--- src/include/usf_map.vh ---
// Register map, field positions, reset values and timing counts of the serial status block
`ifndef USF_MAP_VH
`define USF_MAP_VH
// ==========================================
// Register offsets (byte addresses)
`define USF_OFS_DATA 8'h00
`define USF_OFS_STATUS 8'h04
`define USF_OFS_CTRL 8'h08
`define USF_OFS_BAUD 8'h0c
// ==========================================
// Status register bit positions
`define USF_ST_TXEMPTY 7
`define USF_ST_TXDONE 6
`define USF_ST_RXFULL 5
`define USF_ST_QUIET 4
`define USF_ST_OVERRUN 3
`define USF_ST_NOISE 2
// ==========================================
// Control register bit positions
`define USF_CT_BREAK 0
`define USF_CT_TXON 1
`define USF_CT_LONG 3
`define USF_CT_QUIET 4
// ==========================================
// Reset values
`define USF_CTRL_RST 8'h00
`define USF_BAUD_RST 16'h0036
// ==========================================
// Oversampling: 16 ticks per bit time
`define USF_TICK_LAST 4'hf
`define USF_START_FIRST 4'h3
`define USF_SAMPLE_FIRST 4'h7
`define USF_SAMPLE_LAST 4'h9
`define USF_FRAME_SHORT 4'ha
`define USF_FRAME_LONG 4'hb
`endif

--- src/rtl/usf_top.v ---
// Serial transceiver status flags with APB register access
//
// Local design decisions: register access over APB and the register addresses.
`include "usf_map.vh"
`default_nettype none
// Functional notes
// RULE1: Done flag clears after status read, tx action
// RULE2: Done flag low while sending, high after
// RULE3: Full flag sets when character reaches register
// RULE4: Full flag clears by status, data read
// RULE5: Quiet flag sets after character of high
// RULE6: Character time is 10 or 11 bits
// RULE7: Select 0 counts idle from after start
// RULE8: Select 1 counts idle after stop bits
// RULE9: Quiet flag clears by status, data read
// RULE10: Quiet flag rearms only after new character
// RULE11: Quiet flag sets once per idle period
// RULE12: Overrun sets when new char meets unread
// RULE13: Overrun drops new character and its errors
// RULE14: Overrun clears by status, data read
// RULE15: Seven start samples, three per bit
// RULE16: Noise flag sets with full on disagreement
// RULE17: Noise flag clears by status, data read; any status read arms the clear, even one that sees the flag low
// RULE18: Done flag set at reset and idle
// RULE19: Status register is read-only
// RULE20: Receive flags are zero after reset
module usf_top (
  input wire pclk,
  input wire presetn,
  input wire ce,
  input wire psel,
  input wire penable,
  input wire pwrite,
  input wire [7:0] paddr,
  input wire [31:0] pwdata,
  output reg [31:0] prdata,
  output reg pready,
  output reg pslverr,
  input wire rxd_pin,
  output reg txd_pin
);
  // ==========================================
  // Registers and state
  reg [7:0] ctrl_reg;
  reg [15:0] baud_reg;
  reg [15:0] baud_cnt_reg;
  reg tick_reg;
  reg rx_meta_reg;
  reg rx_sync_reg;
  reg [8:0] tdr_reg;
  reg [8:0] rdr_reg;
  reg txe_reg;
  reg txdone_reg;
  reg rxfull_reg;
  reg idle_reg;
  reg or_reg;
  reg noisy_reg;
  reg idle_allow_reg;
  reg arm_txe_reg;
  reg arm_txdone_reg;
  reg arm_rxfull_reg;
  reg arm_idle_reg;
  reg arm_or_reg;
  reg arm_noisy_reg;
  reg pre_pend_reg;
  reg brk_pend_reg;
  reg [10:0] tx_shift_reg;
  reg [3:0] tx_left_reg;
  reg [3:0] tx_sub_reg;
  wire rx_valid;
  wire [8:0] rx_data;
  wire rx_noise;
  wire idle_hit;

  wire tx_on = ctrl_reg[`USF_CT_TXON];
  wire nine_bits = ctrl_reg[`USF_CT_LONG];
  wire [3:0] frame_len = nine_bits ? `USF_FRAME_LONG : `USF_FRAME_SHORT;

  // ==========================================
  // APB decode: one wait state, effects at the completing edge
  function hit;
    input [7:0] addr;
    input [7:0] ofs;
    begin
      hit = addr == ofs;
    end
  endfunction

  wire acc_done = psel && penable && pready;
  wire wr_done = acc_done && pwrite;
  wire rd_done = acc_done && !pwrite;
  wire mapped = hit(paddr, `USF_OFS_DATA) || hit(paddr, `USF_OFS_STATUS) ||
                hit(paddr, `USF_OFS_CTRL) || hit(paddr, `USF_OFS_BAUD);
  wire st_read = rd_done && hit(paddr, `USF_OFS_STATUS);
  wire data_read = rd_done && hit(paddr, `USF_OFS_DATA);
  wire data_write = wr_done && hit(paddr, `USF_OFS_DATA);
  wire ctrl_write = wr_done && hit(paddr, `USF_OFS_CTRL);
  wire txon_rise = ctrl_write && !tx_on && pwdata[`USF_CT_TXON];
  wire brk_write = ctrl_write && pwdata[`USF_CT_BREAK];
  wire tx_action = data_write || txon_rise || brk_write;
  wire [7:0] status = {txe_reg, txdone_reg, rxfull_reg, idle_reg, or_reg, noisy_reg, 2'b00};

  reg [31:0] rd_mux;
  always @* begin
    rd_mux = 32'h0000_0000;
    if (hit(paddr, `USF_OFS_DATA))
      rd_mux = {23'h0, rdr_reg};
    else if (hit(paddr, `USF_OFS_STATUS))
      rd_mux = {24'h000000, status};
    else if (hit(paddr, `USF_OFS_CTRL))
      rd_mux = {24'h000000, ctrl_reg};
    else if (hit(paddr, `USF_OFS_BAUD))
      rd_mux = {16'h0000, baud_reg};
  end

  always @(posedge pclk or negedge presetn) begin
    if (!presetn) begin
      pready <= 1'b0;
      pslverr <= 1'b0;
      prdata <= 32'h0000_0000;
    end else if (ce) begin
      pready <= psel && penable && !pready;
      pslverr <= psel && penable && !pready && !mapped;
      if (psel && penable && !pready && !pwrite)
        prdata <= rd_mux;
    end
  end

  // ==========================================
  // Software registers; status offset takes no writes
  always @(posedge pclk or negedge presetn) begin
    if (!presetn) begin
      ctrl_reg <= `USF_CTRL_RST;
      baud_reg <= `USF_BAUD_RST;
      tdr_reg <= 9'h000;
    end else if (ce) begin
      if (ctrl_write)
        ctrl_reg <= pwdata[7:0];
      if (wr_done && hit(paddr, `USF_OFS_BAUD))
        baud_reg <= pwdata[15:0];
      if (data_write)
        tdr_reg <= pwdata[8:0];
    end
  end

  // ==========================================
  // Baud tick and receive pin synchroniser
  always @(posedge pclk or negedge presetn) begin
    if (!presetn) begin
      baud_cnt_reg <= 16'h0000;
      tick_reg <= 1'b0;
      rx_meta_reg <= 1'b1;
      rx_sync_reg <= 1'b1;
    end else if (ce) begin
      rx_meta_reg <= rxd_pin;
      rx_sync_reg <= rx_meta_reg;
      tick_reg <= 1'b0;
      if (baud_cnt_reg >= baud_reg) begin
        baud_cnt_reg <= 16'h0000;
        tick_reg <= 1'b1;
      end else begin
        baud_cnt_reg <= baud_cnt_reg + 16'h0001;
      end
    end
  end

  usf_rx_core u_rx (
    .pclk(pclk),
    .presetn(presetn),
    .ce(ce),
    .tick(tick_reg),
    .rxd(rx_sync_reg),
    .nine_bits(nine_bits),
    .quiet_sel(ctrl_reg[`USF_CT_QUIET]),
    .rx_valid(rx_valid),
    .rx_data(rx_data),
    .rx_noise(rx_noise),
    .idle_hit(idle_hit)
  );

  // ==========================================
  // Transmitter: data, preamble and break frames
  wire tx_busy = tx_left_reg != 4'h0;
  wire tx_start = tx_on && !tx_busy && tick_reg;

  always @(posedge pclk or negedge presetn) begin
    if (!presetn) begin
      tx_shift_reg <= 11'h7ff;
      tx_left_reg <= 4'h0;
      tx_sub_reg <= 4'h0;
      txe_reg <= 1'b1;
      pre_pend_reg <= 1'b0;
      brk_pend_reg <= 1'b0;
      txd_pin <= 1'b1;
    end else if (ce) begin
      txd_pin <= (tx_on && tx_busy) ? tx_shift_reg[0] : 1'b1;
      if (txon_rise)
        pre_pend_reg <= 1'b1;
      if (brk_write)
        brk_pend_reg <= 1'b1;
      if (data_write && arm_txe_reg)
        txe_reg <= 1'b0;
      if (tx_busy && tick_reg) begin
        tx_sub_reg <= tx_sub_reg + 4'h1;
        if (tx_sub_reg == `USF_TICK_LAST) begin
          tx_shift_reg <= {1'b1, tx_shift_reg[10:1]};
          tx_left_reg <= tx_left_reg - 4'h1;
        end
      end else if (tx_start) begin
        tx_sub_reg <= 4'h0;
        if (pre_pend_reg) begin
          tx_shift_reg <= 11'h7ff;
          tx_left_reg <= frame_len;
          pre_pend_reg <= txon_rise;
        end else if (brk_pend_reg || ctrl_reg[`USF_CT_BREAK]) begin
          tx_shift_reg <= 11'h000;
          tx_left_reg <= frame_len;
          brk_pend_reg <= brk_write;
        end else if (!txe_reg) begin
          tx_shift_reg <= nine_bits ? {1'b1, tdr_reg, 1'b0} : {2'b11, tdr_reg[7:0], 1'b0};
          tx_left_reg <= frame_len;
          txe_reg <= 1'b1;
        end
      end
    end
  end

  // ==========================================
  // Status flags and two-step clearing sequences
  wire tx_quiet = txe_reg && !tx_busy && !pre_pend_reg && !brk_pend_reg &&
                  !ctrl_reg[`USF_CT_BREAK];
  wire rxfull_clr = data_read && arm_rxfull_reg;
  wire rx_load = rx_valid && (!rxfull_reg || rxfull_clr);

  always @(posedge pclk or negedge presetn) begin
    if (!presetn) begin
      txdone_reg <= 1'b1; // RULE18
      rxfull_reg <= 1'b0; // RULE20
      idle_reg <= 1'b0;
      or_reg <= 1'b0;
      noisy_reg <= 1'b0;
      idle_allow_reg <= 1'b0;
      rdr_reg <= 9'h000;
      arm_txe_reg <= 1'b0;
      arm_txdone_reg <= 1'b0;
      arm_rxfull_reg <= 1'b0;
      arm_idle_reg <= 1'b0;
      arm_or_reg <= 1'b0;
      arm_noisy_reg <= 1'b0;
    end else if (ce) begin
      if (st_read) begin
        arm_txe_reg <= txe_reg;
        arm_txdone_reg <= txdone_reg; // RULE1
        arm_rxfull_reg <= rxfull_reg; // RULE4
        arm_idle_reg <= idle_reg; // RULE9
        arm_or_reg <= or_reg; // RULE14
        arm_noisy_reg <= 1'b1; // RULE17
      end else begin
        if (data_read) begin
          arm_rxfull_reg <= 1'b0;
          arm_idle_reg <= 1'b0;
          arm_or_reg <= 1'b0;
          arm_noisy_reg <= 1'b0;
        end
        if (tx_action) begin
          arm_txdone_reg <= 1'b0;
          arm_txe_reg <= 1'b0;
        end
      end
      if (tx_quiet)
        txdone_reg <= 1'b1; // RULE18 RULE2
      else if (tx_busy || (tx_action && arm_txdone_reg))
        txdone_reg <= 1'b0; // RULE1 RULE2
      if (rx_load) begin
        rdr_reg <= rx_data;
        rxfull_reg <= 1'b1; // RULE3
        noisy_reg <= rx_noise; // RULE16
        idle_allow_reg <= 1'b1; // RULE10
      end else begin
        if (rxfull_clr)
          rxfull_reg <= 1'b0; // RULE4
        if (data_read && arm_noisy_reg)
          noisy_reg <= 1'b0; // RULE17
      end
      if (rx_valid && rxfull_reg && !rxfull_clr)
        or_reg <= 1'b1; // RULE12 RULE13
      else if (data_read && arm_or_reg)
        or_reg <= 1'b0; // RULE14
      if (idle_hit && idle_allow_reg && !rx_load) begin
        idle_reg <= 1'b1; // RULE5
        idle_allow_reg <= 1'b0; // RULE11
      end else if (data_read && arm_idle_reg) begin
        idle_reg <= 1'b0; // RULE9
      end
    end
  end
  // Status offset has no write path: RULE19
endmodule
`default_nettype wire

--- src/rtl/usf_rx_core.v ---
// Oversampling receiver with noise detection and idle-time counting
`include "usf_map.vh"
`default_nettype none
module usf_rx_core (
  input wire pclk,
  input wire presetn,
  input wire ce,
  input wire tick,
  input wire rxd,
  input wire nine_bits,
  input wire quiet_sel,
  output reg rx_valid,
  output reg [8:0] rx_data,
  output reg rx_noise,
  output reg idle_hit
);
  localparam [1:0] ST_IDLE = 2'd0;
  localparam [1:0] ST_START = 2'd1;
  localparam [1:0] ST_DATA = 2'd2;
  localparam [1:0] ST_STOP = 2'd3;

  reg [1:0] state_reg;
  reg [3:0] sub_reg;
  reg [3:0] bit_reg;
  reg [2:0] ones_reg;
  reg noise_reg;
  reg [8:0] shift_reg;
  reg [3:0] quiet_reg;
  wire [3:0] frame_len = nine_bits ? `USF_FRAME_LONG : `USF_FRAME_SHORT;
  wire [3:0] last_bit = nine_bits ? 4'h8 : 4'h7;
  wire [2:0] ones_next = ones_reg + {2'b00, rxd};
  wire in_window = (sub_reg >= `USF_SAMPLE_FIRST) && (sub_reg <= `USF_SAMPLE_LAST);
  wire bit_val = ones_next >= 3'd2;

  // ==========================================
  // Sample helpers
  function disagree;
    input [2:0] ones;
    input [2:0] n;
    begin
      disagree = (ones != 3'd0) && (ones != n);
    end
  endfunction

  function [3:0] bump;
    input [3:0] cnt;
    input [3:0] len;
    begin
      bump = (cnt == len) ? cnt : cnt + 4'h1;
    end
  endfunction

  // ==========================================
  // Frame state machine
  always @(posedge pclk or negedge presetn) begin
    if (!presetn) begin
      state_reg <= ST_IDLE;
      sub_reg <= 4'h0;
      bit_reg <= 4'h0;
      ones_reg <= 3'd0;
      noise_reg <= 1'b0;
      shift_reg <= 9'h000;
      quiet_reg <= 4'h0;
      rx_valid <= 1'b0;
      rx_data <= 9'h000;
      rx_noise <= 1'b0;
      idle_hit <= 1'b0;
    end else if (ce) begin
      rx_valid <= 1'b0;
      idle_hit <= 1'b0;
      if (tick) begin
        sub_reg <= sub_reg + 4'h1;
        case (state_reg)
          ST_IDLE: begin
            if (!rxd) begin
              state_reg <= ST_START;
              sub_reg <= 4'h0;
              ones_reg <= 3'd0;
              noise_reg <= 1'b0;
              bit_reg <= 4'h0;
              if (quiet_sel)
                quiet_reg <= 4'h0; // RULE8
            end else if (sub_reg == `USF_TICK_LAST) begin
              quiet_reg <= bump(quiet_reg, frame_len);
              idle_hit <= (quiet_reg != frame_len) &&
                          (bump(quiet_reg, frame_len) == frame_len); // RULE5 RULE6
            end
          end
          ST_START: begin
            if (sub_reg >= `USF_START_FIRST && sub_reg <= `USF_SAMPLE_LAST)
              ones_reg <= ones_next; // RULE15
            if (sub_reg == `USF_SAMPLE_LAST) begin
              if (ones_next >= 3'd4) begin
                state_reg <= ST_IDLE;
              end else begin
                noise_reg <= disagree(ones_next, 3'd7); // RULE16
                quiet_reg <= 4'h0; // RULE7
              end
            end
            if (sub_reg == `USF_TICK_LAST) begin
              state_reg <= ST_DATA;
              ones_reg <= 3'd0;
            end
          end
          ST_DATA: begin
            if (in_window)
              ones_reg <= ones_next; // RULE15
            if (sub_reg == `USF_SAMPLE_LAST) begin
              shift_reg <= {bit_val, shift_reg[8:1]};
              noise_reg <= noise_reg | disagree(ones_next, 3'd3); // RULE16
              if (!quiet_sel)
                quiet_reg <= bit_val ? bump(quiet_reg, frame_len) : 4'h0; // RULE7
            end
            if (sub_reg == `USF_TICK_LAST) begin
              ones_reg <= 3'd0;
              bit_reg <= bit_reg + 4'h1;
              if (bit_reg == last_bit)
                state_reg <= ST_STOP;
            end
          end
          default: begin
            if (in_window)
              ones_reg <= ones_next;
            if (sub_reg == `USF_SAMPLE_LAST) begin
              state_reg <= ST_IDLE;
              rx_valid <= 1'b1;
              rx_data <= nine_bits ? shift_reg : {1'b0, shift_reg[8:1]};
              rx_noise <= noise_reg | disagree(ones_next, 3'd3); // RULE16
              if (!quiet_sel)
                quiet_reg <= bump(quiet_reg, frame_len); // RULE7
            end
          end
        endcase
      end
    end
  end
endmodule
`default_nettype wire

--- config.mk ---
export PLATFORM = sky130hd
export DESIGN_NAME = usf_top
export DESIGN_NICKNAME = d
export VERILOG_FILES = /design/src/rtl/usf_top.v /design/src/rtl/usf_rx_core.v
export VERILOG_INCLUDE_DIRS = /design/src /design/src/include
export SDC_FILE = /design/constraint.sdc
export NUM_CORES = 1
export LEC_CHECK = 0
export ABC_AREA = 1
export ABC_CLOCK_PERIOD_IN_PS = 5100
export BUFFER_PORTS_ARGS = -buffer_cell sky130_fd_sc_hd__buf_2
export CAP_MARGIN = 20
export CORE_MARGIN = 3
export CORE_UTILIZATION = 50
export CTS_BUF_LIST = sky130_fd_sc_hd__clkbuf_16
export CTS_CLUSTER_DIAMETER = 60
export DETAILED_ROUTE_END_ITERATION = 6
export HOLD_SLACK_MARGIN = 0.05
export PLACE_DENSITY = 0.74
export RECOVER_POWER = 25
export SLEW_MARGIN = 25
export SYNTH_ARGS = -nofsm -noshare
export SYNTH_HDL_FRONTEND = slang
export SYNTH_SLANG_ARGS = --single-unit
export TNS_END_PERCENT = 10
--- constraint.sdc ---
create_clock -name pclk -period 5.1 [get_ports pclk]
set_clock_uncertainty 0.2 [all_clocks]
set_input_delay 0 -clock pclk [delete_from_list [all_inputs] [get_ports pclk]]
set_output_delay 0 -clock pclk [all_outputs]
set_load 0.005 [all_outputs]
# After elaboration in Yosys (flattened, before gate mapping)
# Cells that the tools add are included.
[word_totals] ff_bits=169 latchBits=0 ramBits=0 mem_bits_ro=0 out_inout_bits=35 word_cells=287 mem_count=0
[classes] add_sub_neg=7 n_mul=0 div_mod_pow=0 n_lt_le_gt_ge=6 n_eq_ne=29 shifts=0 muxes=103 bitwise_logic=2 reduce_logical=99
[ops] operator="$mux 4" count=24
[ops] operator="$mux 16" count=5
[ops] operator="$mux 11" count=6
[ops] operator="$mux 1" count=49
[ops] operator="$logic_and 1x1->1" count=39
[ops] operator="$reduce_and 2->1" count=15
[ops] operator="$reduce_bool 2->1" count=11
[ops] operator="$add 16x1->16 const B" count=1
[ops] operator="$add 4x1->4 const B" count=4
[ops] operator="$eq 8x4->1 const B" count=2
[ops] operator="$ge 16x16->1" count=1
[ops] operator="$reduce_and 4->1" count=4
[ops] operator="$mux 3" count=5
[ops] operator="$mux 2" count=7
[ops] operator="$eq 4x4->1" count=3
[ops] operator="$eq 4x4->1 const B" count=3
[ops] operator="$ne 3x1->1 const B" count=4
[ops] operator="$pmux 4 s3" count=1
[ops] operator="$logic_not 1->1" count=11
[ops] operator="$mux 10" count=1
[ops] operator="$ne 2x1->1 const B" count=5
[ops] operator="$reduce_and 10->1" count=1
[ops] operator="$mux 9" count=1
[ops] operator="$pmux 3 s3" count=1
[ops] operator="other kinds (29)" count=42

# Longest topological paths before layout
# Gate-level depths: netlist (run 1).
[depth] ltp_word=12 depth_mapped=13 depth_no_buf=13

# By module
# From an unflattened synthesis (run 1), not the netlist that was laid out.
[hier_totals] cells_unflattened=1034 area_unflattened_um2=8408.1
[by_module_without_submodules] mod="usf_top" n_inst=1 cells_per_inst=733 area_each_um2=6112.1 seq_area_each_um2=2877.8
[by_module_without_submodules] mod="usf_rx_core" n_inst=1 cells_per_inst=301 area_each_um2=2296.0 seq_area_each_um2=975.9

# Worst setup path after synthesis (run 1)
# Ideal clock, no wire load.
[synth_timing] path_type="reg2reg" startpoint="reg baud_reg[5]" endpoint="reg baud_cnt_reg[10]" setup_ps=78 arrival_ps=1651 path_slack_ps=3171 path_stages_with_launch=10 period_less_slack_ps=1929 path_cell_list="dfstp_2 inv_1 ha_1 a21oi_1 o21a_1 nand2_1 nand2_1 nand3_1 buf_2 a21oi_1"
[synth_between] elab_chain_cells=2
[synth_rtl] item="start: declaration" line_no="usf_top.v:45" text="reg [15:0] baud_reg;"
[synth_rtl] item="start signal: assignment" line_no="usf_top.v:134" text="baud_reg <= `USF_BAUD_RST;"
[synth_rtl] item="start signal: assignment" line_no="usf_top.v:140" text="baud_reg <= pwdata[15:0];"
[synth_rtl] item="$ge 16x16->1" line_no="usf_top.v:158" text="if (baud_cnt_reg >= baud_reg) begin"
[synth_rtl] item="$mux 16" line_no="usf_top.v:158"
[synth_rtl] item="end signal: assignment" line_no="usf_top.v:162" text="baud_cnt_reg <= baud_cnt_reg + 16'h0001;"
[synth_rtl] item="end: declaration" line_no="usf_top.v:46" text="reg [15:0] baud_cnt_reg;"
# No other way between the ends.
# A chain may end at the register's enable or synchronous reset.

# Worst setup path after layout (run 1)
[layout_timing] startpoint="in paddr[0]" endpoint="reg ctrl_reg[1]"
[layout_between] elab_chain_cells=3
[layout_rtl] item="start: declaration" line_no="usf_top.v:34" text="input wire [7:0] paddr,"
[layout_rtl] item="$eq 8x4->1" line_no="usf_top.v:85" text="hit = addr == ofs;"
[layout_rtl] item="$logic_and 1x1->1" line_no="usf_top.v:97" text="wire ctrl_write = wr_done && hit(paddr, `USF_OFS_CTRL);"
[layout_rtl] item="$reduce_and 2->1 (no source line)"
[layout_rtl] item="end signal: assignment" line_no="usf_top.v:133" text="ctrl_reg <= `USF_CTRL_RST;"
[layout_rtl] item="end signal: assignment" line_no="usf_top.v:138" text="ctrl_reg <= pwdata[7:0];"
[layout_rtl] item="end: declaration" line_no="usf_top.v:44" text="reg [7:0] ctrl_reg;"
# No other way between the ends.

==> results.toml, run 1 <==
[outcome]
status = "finished with violations"
violations = "max-capacitance violations, max-slew violations"

[drt]
drtIter0Drc = 501
via_per_inst = 5.33
num_vias = 7024
drc = 0
post_drt_wl_per_cell_um = 14.6
wirelength_um = 19200
ant_nets = 0
drtPass1Iterations = 6

[die]
core_um2 = 15500
dieWidth_um = 134
die_h_um = 134
rows = 45
initial_core_util_pct = 52.3
ios = 82
die-area_um2 = 17800

[synthesis]
yosys_warnings = 0
synthAdderAreaFrac_pct = 4.61
syn-instance-count = 1008
synth_top_family_by_area = "simple AND/OR/NAND/NOR gates"
syn-cell-area_um2 = 8130
synth_compound_area_share_pct = 11.5
synth_edf_count = 0
syn_avg_cell_area_um2 = 8.07
synth_flop_cell = "dfrtp_1"
synthSimpleGateAreaFrac_pct = 26.3
synthMuxAreaShare_pct = 0
yosys.cell_types.count = 50
synthArstFlopShare_pct = 100
synth-seq-area-share_pct = 47.4
postSynthRegisterBits = 153
synth_xor_area_share_pct = 1.29

[setup_path]
endpoint_kind = "flop"
slowest_delay_ps = 650
arrival_ps = 4100
cp-start-kind = "primary input"
crit_slowest_cell = "dlygate4sd3_1"
crit_buf_inv = 6
worstPathRequired_ps = 5260
critPathKind = "in -> reg"
critPathMaxFanout = 10
crit_chain = "dlygate4sd3_1 -> buf_2 -> nor2_2 -> dlygate4sd3_1 -> nand3_1 -> dlygate4sd3_1 -> nor2_2 -> nand2_2 -> nor2_4 -> nand2_1 -> dlygate4sd3_1 -> o21ai_0 -> dlygate4sd3_1"
critPathTopFamily = "buffers and inverters"
crit_top_cell = "dlygate4sd3_1"

[finish]
drive_gt1_share_pct = 10.9
layout.area.seq_um2 = 3850
fillers = 1369
layout_common_cells = "nand2_1 (288), dfrtp_1 (133), inv_1 (118), nand3_1 (83), o21ai_0 (74)"
final_common_cell = "nand2_1"
multiInputGateArea_um2 = 3620
nets = 1172
insertedDiodeCount = 0
syn_to_final_growth_pct = 16.5

[timing]
layout_min_cycle_time_ps = 3940
slew_headroom_pct = -72.2
slew_violations = 106
fmaxAchievable_ghz = 0.254
rsz0062_at_grt = "no"
fin_crit_sh_pct = 77.2
finalSetupViolations = 0
finalSetupTns_ps = 0
worstMarginPinSlew_ps = 2580
hold_violations = 0

[global_route]
grt_max_degree = 106
grt.total_usage_pct = 22.4
grt_pass1_wl_um = 32600
antenna_found_initial = 0
grt_pass1_vias = 6752
grt_overflow_total = 0

[clock_tree]
path_clk_slew_ps = 60
clockRootBuffer = "clkbuf_16"
hold_buffers = 46
clock-sinks = 153
tritoncts = "built"
htree_levels = 4
cts_buffers = 17
cts_resized = 0
worst_skew_pair.late_latency_ps = 430
clock_path_buffers = 2
post_cts_buffers = 0

[power_and_ir_drop]
total_power_mw = 3.65
peakVddDrop_mv = 0.274
powerDensity_nw_per_um2 = 385
power_leakage_nw = 4.60

[place]
globalplace.congestion = 0.846
io_buffer_count = 49
hpwl_um = 12800

[flow_run]
cap_violations = 1

[hold_path]
hp-class = "in -> reg"
==> power breakdown <==
group / leakage (nW) / switching (mW) / internal (mW)
combinational: 2.41 / 0.550 / 0.305
clock: 0.273 / 0.501 / 0.710
sequential: 1.92 / 0.137 / 1.45
total: 4.60 / 1.19 / 2.46
==> stage by stage <==
stage	instance area, um2	hold WS [ps]	util [%]	setup WS [ps]	cells
final	9480	113	61.0	1160	1319
after global routing	9480	134	61.0	987	1319
after CTS	9490	70.5	61.1	1220	1319
after detailed placement	8470	-6.03	54.5	2590	1241
after global placement	8470	3.68	54.5	2640	1241
after floorplan	8190	-496	-	3170	1023
==> tightest hold or removal path: stages <==
cell     delay, ps
buf_2          100
nand2_1         90
inv_1           50
nand3_1        190
nor2_1          60
nand3_1        110
o22ai_1         80
==> area by class of cell <==
cell class	instances	share of cell area, %
multi-input cells	703	38.2
clock inverters	15	1.44
repair buffers	97	7.50
well taps	211	2.79
inverters	123	4.90
clock buffers	17	4.49
flip-flops and latches	153	40.7
==> cells by family (layout without fill, tap and decap cells) <==
group / after synthesis / after routing
xor gates and xnor gates: 12 / 12
DFF: 153 / 153
and+or+nand+nor: 481 / 481
adders and majority gates: 30 / 30
buffers and inverters: 167 / 252
AOI/OAI and AO/OA: 164 / 164
other: 1 / 16
==> layer usage <==
metal	up-vias	wire, um	track usage [%]
met4	0	261	6.74
li1	3470	-	-
met3	23	967	4.12
met1	3343	8710	30.7
met5	-	0	0
met2	188	9290	36.4
==> cell usage after synthesis (2+ instances only) <==
cell	count	area (um2)
nand2_1	288	1080
dfrtp_1	133	3330
inv_1	117	439
nand3_1	83	415
o21ai_0	74	370
nor2_1	43	161
a21oi_1	34	170
nand4_1	31	194
ha_1	30	375
dfstp_2	20	526
buf_4	18	135
o21ai_1	16	80.1
nor3_1	13	65.1
buf_2	10	50.1
clkbuf_1	10	37.5
o211ai_1	10	75.1
o31ai_1	9	67.6
xor2_1	7	61.3
nor2_2	5	31.3
xnor2_1	5	43.8
buf_1	4	15.0
o22ai_1	4	25.0
inv_2	3	11.3
nand2_2	3	18.8
nor3_2	3	30.0
o21bai_1	3	22.5
a31oi_1	2	12.5
buf_6	2	22.5
clkinv_1	2	7.51
nand2_4	2	22.5
nand3_4	2	35.0
nor3_4	2	32.5
o21a_1	2	15.0
or2_2	2	12.5
==> worst paths after layout <==
check | start | endpoint | slack (ps) | cells past startpoint
worst max register to register | pready | ctrl_reg[1] | 2430 | 8
max in group asynchronous | presetn | arm_or_reg | 2200 | 3
min in group asynchronous | presetn | u_rx.shift_reg[2] | 740 | 2
worst min register to register | tx_shift_reg[10] | tx_shift_reg[10] | 270 | 2
worst min-delay path | psel | pre_pend_reg | 110 | 7
worst max-delay path | paddr[0] | ctrl_reg[1] | 1160 | 13
Note: power is estimated with default switching activity, not from simulation.
==> inputs of run 2 (changes only) <==
Settings changed: ABC_AREA 1 to 0, ABC_CLOCK_PERIOD_IN_PS 5100 to 3700.
Clock period 5.1 ns to 3.7 ns, I/O delays scaled along.
==> run 2 against run 1 <==
Against the previous run: the flow now finishes without violations; critical path depth fell by 3; combinational power barely moved; final area fell by 3.1%; worst hold slack got worse by 30 ps; sequential cell count did not move; register-to-register slack got worse by 1600 ps; sequential share of layout area rose by 1.3 points; non-clock buffer count fell by 6; global-route usage fell by 1.7 points; cell count fell by 19%; clock-buffer cell count did not move; setup slack got worse by 1000 ps; largest cell class unchanged; largest power group unchanged; highest routed layer unchanged.
==> results.toml, run 2 <==
[drt]
drc = 0
route.met2.wl_um = 8190
ant_nets = 0
wl_met3_um = 706
num_vias = 5876
top_layer = "met4"
drtIter0Drc = 458
wl_met1_um = 8000
drtPass1Iterations = 5
post_drt_wl_per_cell_um = 16.2
wirelength_um = 17200
via_per_inst = 5.53

[clock_tree]
path_clk_slew_ps = 60
worst_skew_pair.late_latency_ps = 430
clock-sinks = 153
htree_levels = 4
clock_path_buffers = 2
cts_buffers = 17
post_cts_buffers = 0
tritoncts = "built"
clockRootBuffer = "clkbuf_16"

[global_route]
grt.total_usage_pct = 20.7
antenna_found_initial = 0
grt_pass1_vias = 5794
grt_max_degree = 72
grt_pass1_wl_um = 29300
grt_overflow_total = 0

[synthesis]
synth_common_cells = "dfrtp_1 (133), nand2_1 (96), o21ai_0 (68), mux2_2 (46), inv_1 (44)"
synthArstFlopShare_pct = 100
yosys_warnings = 0
syn_avg_cell_area_um2 = 10.3
synth.most_common_cell = "dfrtp_1"
syn-cell-area_um2 = 7880
yosysTopAreaCell = "dfrtp_1"
postSynthRegisterBits = 153
synth_edf_count = 0
yosys.cell_types.count = 70
synth-seq-area-share_pct = 48.9
syn-instance-count = 763
synth_top_area_share_pct = 42.2
synthTopCellsByArea = "dfrtp_1 (42%), dfstp_2 (6.7%), mux2_2 (6.6%)"
synth_flop_cell = "dfrtp_1"

[finish]
final_common_cell = "dfrtp_1"
insertedDiodeCount = 0
fillers = 1245
fin_area_um2 = 9180
syn_to_final_growth_pct = 16.5
final_cells = 1063
finish.utilization_pct = 60.0
drive_gt1_share_pct = 20.4
nets = 916
layout_common_cells = "dfrtp_1 (133), nand2_1 (96), o21ai_0 (66), mux2_2 (46), inv_1 (44)"

[timing]
slew_headroom_pct = 31.4
rsz0062_at_grt = "no"
finalSetupTns_ps = 0
fin_crit_sh_pct = 95.7
hold_violations = 0
fmaxAchievable_ghz = 0.283
layout_min_cycle_time_ps = 3540
setup_slack_ps = 161
finalSetupViolations = 0
worstMarginPinSlew_ps = 1030
slew_violations = 0

[power_and_ir_drop]
powerDensity_nw_per_um2 = 503
power_leakage_nw = 4.13
peakVddDrop_mv = 0.340

[place]
dp_cells = 998
post-place-ws_ps = 933
io_buffer_count = 49
hpwl_um = 11600
globalplace.congestion = 0.846
dpl_cell_area_um2 = 8260

[setup_path]
crit_chain = "dlygate4sd3_1 -> buf_2 -> or4_4 -> dlygate4sd3_1 -> or3_4 -> dlygate4sd3_1 -> o21ai_1 -> nor2b_1 -> buf_4 -> mux2_2"
worstPathRequired_ps = 3810
crit_slowest_cell = "dlygate4sd3_1"
slowest_delay_ps = 610
critPathMaxFanout = 11
cp-start-kind = "primary input"
crit_top_cell = "dlygate4sd3_1"
arrival_ps = 3640
endpoint_kind = "flop"
critPathKind = "in -> reg"

[flow_run]
cap_violations = 0

[die]
initial_core_util_pct = 51.5
dieWidth_um = 132
die_h_um = 132
core_um2 = 15300
rows = 45
die-area_um2 = 17300
ios = 82

[hold_path]
hp-class = "in -> reg"

[outcome]
status = "finished, final reports clean"
==> run 2: cell count changes in the layout (fill, tap and decap cells not counted), sizes merged, moves of 20 or more <==
cell,previous run,this run
nand4,31,11
nand2,293,96
mux2,0,55
o21ai,90,68
nand3,86,26
inv,122,47
==> run 2: worst paths after layout <==
path                                       from                to  slack, ps  cells past startpoint
min in group asynchronous               presetn   tx_shift_reg[4]       1060                      3
worst max register to register  baud_cnt_reg[0]  baud_cnt_reg[11]        830                      7
worst min-delay path                   paddr[1]     arm_noisy_reg         80                      6
worst max-delay path                   paddr[6]        rdr_reg[3]        160                     10
worst min register to register  tx_shift_reg[7]   tx_shift_reg[7]        270                      2
max in group asynchronous               presetn       baud_reg[2]       1620                      4
==> run 2: where the power goes <==
| group | internal, mW | switching [mW] |
|---|---|---|
| clock network | 1.06 | 0.707 |
| registers | 1.85 | 0.145 |
| logic | 0.369 | 0.486 |
==> run 2: layout make-up <==
| type | count | area, um2 | area share, % |
|---|---|---|---|
| clock inverters | 15 | 175 | 1.91 |
| clock buffers | 17 | 425 | 4.63 |
| repair buffers | 91 | 647 | 7.04 |
| inverters | 44 | 165 | 1.80 |
| well taps | 211 | 264 | 2.87 |
| multi-input cells | 532 | 3650 | 39.8 |
| flip-flops and latches | 153 | 3850 | 42.0 |
==> run 2: per-layer routing <==
metal,track usage [%],vias to the layer above
li1,-,2831
met1,28.3,2885
met2,33.2,137
met3,3.75,23
met4,7.41,0
met5,0,-
==> run 2: stage by stage <==
stage	hold slack (ps)	total power [mW]
floorplan	-496	2.62
global placement	-91.6	2.81
detailed placement	-95.0	2.85
CTS	56.5	4.65
global route	112	4.85
finish	83.0	4.62
==> run 2: repair_timing <==
| item | in CTS | in global routing |
|---|---|---|
| hold endpoints to repair | 151 | 0 |
| hold buffers | 33 | 0 |
| setup endpoints to repair | 0 | 10 |
| resized for setup | 0 | 1 |
==> run 2: cell families (layout without fill, tap and decap cells) <==
| group | count (synthesis) | in the layout | share of synthesized area (%) |
|---|---|---|---|
| flops | 153 | 153 | 48.9 |
| mux | 77 | 77 | 12.0 |
| fa+ha+maj | 30 | 30 | 4.76 |
| other cells | 1 | 16 | 0.0476 |
| compound gates | 170 | 170 | 13.3 |
| xor+xnor | 17 | 17 | 1.89 |
| simple gates | 222 | 222 | 13.6 |
| buf+inv | 93 | 167 | 5.45 |
==> run 2: worst max-delay path: cells and delay by family <==
kind	cells	cell delay [ps]
AO/OA/AOI/OAI	1	240
buffers and inverters	5	2070
multiplexers	1	350
AND/OR/NAND/NOR	3	980
==> inputs of run 3 (changes only) <==
Settings changed: CORE_UTILIZATION 50 to 59, GPL_TIMING_DRIVEN set to 0, PLACE_DENSITY 0.74 to 0.85.
==> run 3 against run 2 <==
Against the previous run: the flow now finishes with violations (max-capacitance violations, max-slew violations); setup slack gained 120 ps; first-iteration DRC count grew 44%; critical path depth shrank 1; utilization grew 13 points; worst hold slack gained 3.9 ps; wire length grew 18%; die area shrank 15%; clock-buffer cell count is the same; fmax grew 3.6%; sequential power is essentially flat; clock power is essentially flat; sequential share of layout area shrank 0.64 points; critical endpoint is now txdone_reg; highest routed layer unchanged.
==> results.toml, run 3 (synthesis gave the netlist of run 2 again) <==
[finish]
syn_to_final_growth_pct = 18.4
layout.area.seq_um2 = 3850
final_cells = 1063
insertedDiodeCount = 0
multiInputGateArea_um2 = 3660
layout_common_cells = "dfrtp_1 (133), nand2_1 (96), o21ai_0 (68), mux2_2 (46), inv_1 (44)"
fin_area_um2 = 9330
nets = 955
fillers = 822
drive_gt1_share_pct = 20.7
final_common_cell = "dfrtp_1"

[power_and_ir_drop]
internal_power_mw = 3.29
power.switching_mw = 1.39
peakVddDrop_mv = 0.390
total_power_mw = 4.67
clkPwrFrac_pct = 38.3
powerDensity_nw_per_um2 = 501
combPwrFrac_pct = 19.4
switching_share_pct = 29.7
power_leakage_nw = 4.22
seqPwrFrac_pct = 42.3

[setup_path]
slowest_delay_ps = 680
cp-start-kind = "primary input"
crit_buf_inv = 4
worstPathRequired_ps = 3830
endpoint_kind = "flop"
critPathKind = "in -> reg"
arrival_ps = 3550
crit_chain = "dlygate4sd3_1 -> buf_2 -> or4_4 -> dlygate4sd3_1 -> or3_4 -> dlygate4sd3_1 -> or4_2 -> nor2_1 -> a211oi_1"
r2r_setup_slack_ps = 820
critPathTopFamily = "buffers and inverters"
crit_slowest_cell = "or4_2"
critPathMaxFanout = 3
crit_top_cell = "dlygate4sd3_1"

[global_route]
grt_pass1_vias = 6462
antenna_found_initial = 0
grt_overflow_total = 0
grt_max_degree = 85
grt_pass1_wl_um = 33100
grt.total_usage_pct = 28.8

[clock_tree]
clock_path_buffers = 2
post_cts_buffers = 0
clock-sinks = 153
path_clk_slew_ps = 60
worst_skew_pair.late_latency_ps = 440
tritoncts = "built"
htree_levels = 4
clockRootBuffer = "clkbuf_16"
cts_buffers = 17

[drt]
wirelength_um = 20300
ant_nets = 0
drc = 0
num_vias = 6488
via_per_inst = 6.10
drtPass1Iterations = 5
post_drt_wl_per_cell_um = 19.1
drtIter0Drc = 659

[place]
dpl_cell_area_um2 = 8430
hpwl_um = 12100
dp_cells = 999
io_buffer_count = 48
globalplace.congestion = 0.915
post-place-ws_ps = 943

[timing]
rsz0062_at_grt = "no"
slew_violations = 69
slew_headroom_pct = -9.48
finalSetupViolations = 0
fin_crit_sh_pct = 92.4
hold_violations = 0
fmaxAchievable_ghz = 0.293
worstMarginPinSlew_ps = 1640
finalSetupTns_ps = 0
setup_slack_ps = 283
layout_min_cycle_time_ps = 3420

[flow_run]
cap_violations = 1

[outcome]
violations = "max-capacitance violations, max-slew violations"
status = "finished with violations"

[die]
initial_core_util_pct = 61.4
dieWidth_um = 122
die-area_um2 = 14800
ios = 82
core_um2 = 12800
die_h_um = 122
rows = 41

[hold_path]
hp-class = "in -> reg"
## run 3: worst paths after layout
check | start | end | depth (start not counted)
min in group asynchronous | presetn | baud_reg[2] | 3
worst max register to register | baud_cnt_reg[0] | baud_cnt_reg[13] | 8
worst min register to register | u_rx.rx_data[7] | u_rx.rx_data[7] | 2
worst max-delay path | paddr[6] | txdone_reg | 9
worst min-delay path | paddr[7] | arm_idle_reg | 5
max in group asynchronous | presetn | idle_allow_reg | 4
## run 3: area by class of cell
cell class              instances  share of cell area (%)
inverters                      44                    1.77
plain buffers                  49                    2.83
clock buffers                  17                    4.56
flip-flops and latches        153                    41.3
well taps                     172                    2.31
repair buffers                 81                    6.08
multi-input cells             532                    39.2
clock inverters                15                    1.89
## run 3: power groups by stage
stage          clock network, mW  logic, mW  registers [mW]
2_1_floorplan                  0      0.654            1.97
3_3_place_gp                   0      0.823            1.99
3_5_place_dp                   0      0.858            2.00
4_1_cts                     1.79      0.899            1.97
5_1_grt                     1.88       1.02            2.00
6_report                    1.79      0.907            1.98
## run 3: layer usage
metal	vias to the layer above	wire length, um	part of all wire [%]	track usage, %
met5	-	0	0	0
met4	0	823	4.1	15.5
met3	95	1460	7.2	7.15
met2	324	9860	49	46.3
met1	3167	8120	40	36.1
li1	2902	-	-	-
## run 3: worst min-delay path: stages
cell	delay, ps
buf_2	80
or4_4	110
or4_2	120
clkbuf_1	240
o21ai_0	130
## run 3: timing repair
item                                    4_1_cts  5_1_grt
gates resized for setup                       0        1
endpoints found under the setup margin        0        1
endpoints found under the hold margin       191        0
hold buffers                                 32        0
## run 3: through the flow
step                      hold WS, ps  util (%)
after global placement           31.3      65.4
after CTS                        63.3      73.1
after detailed placement         -210      65.7
final                            86.9      72.7
after global routing              141      72.7
after floorplan                  -496         -
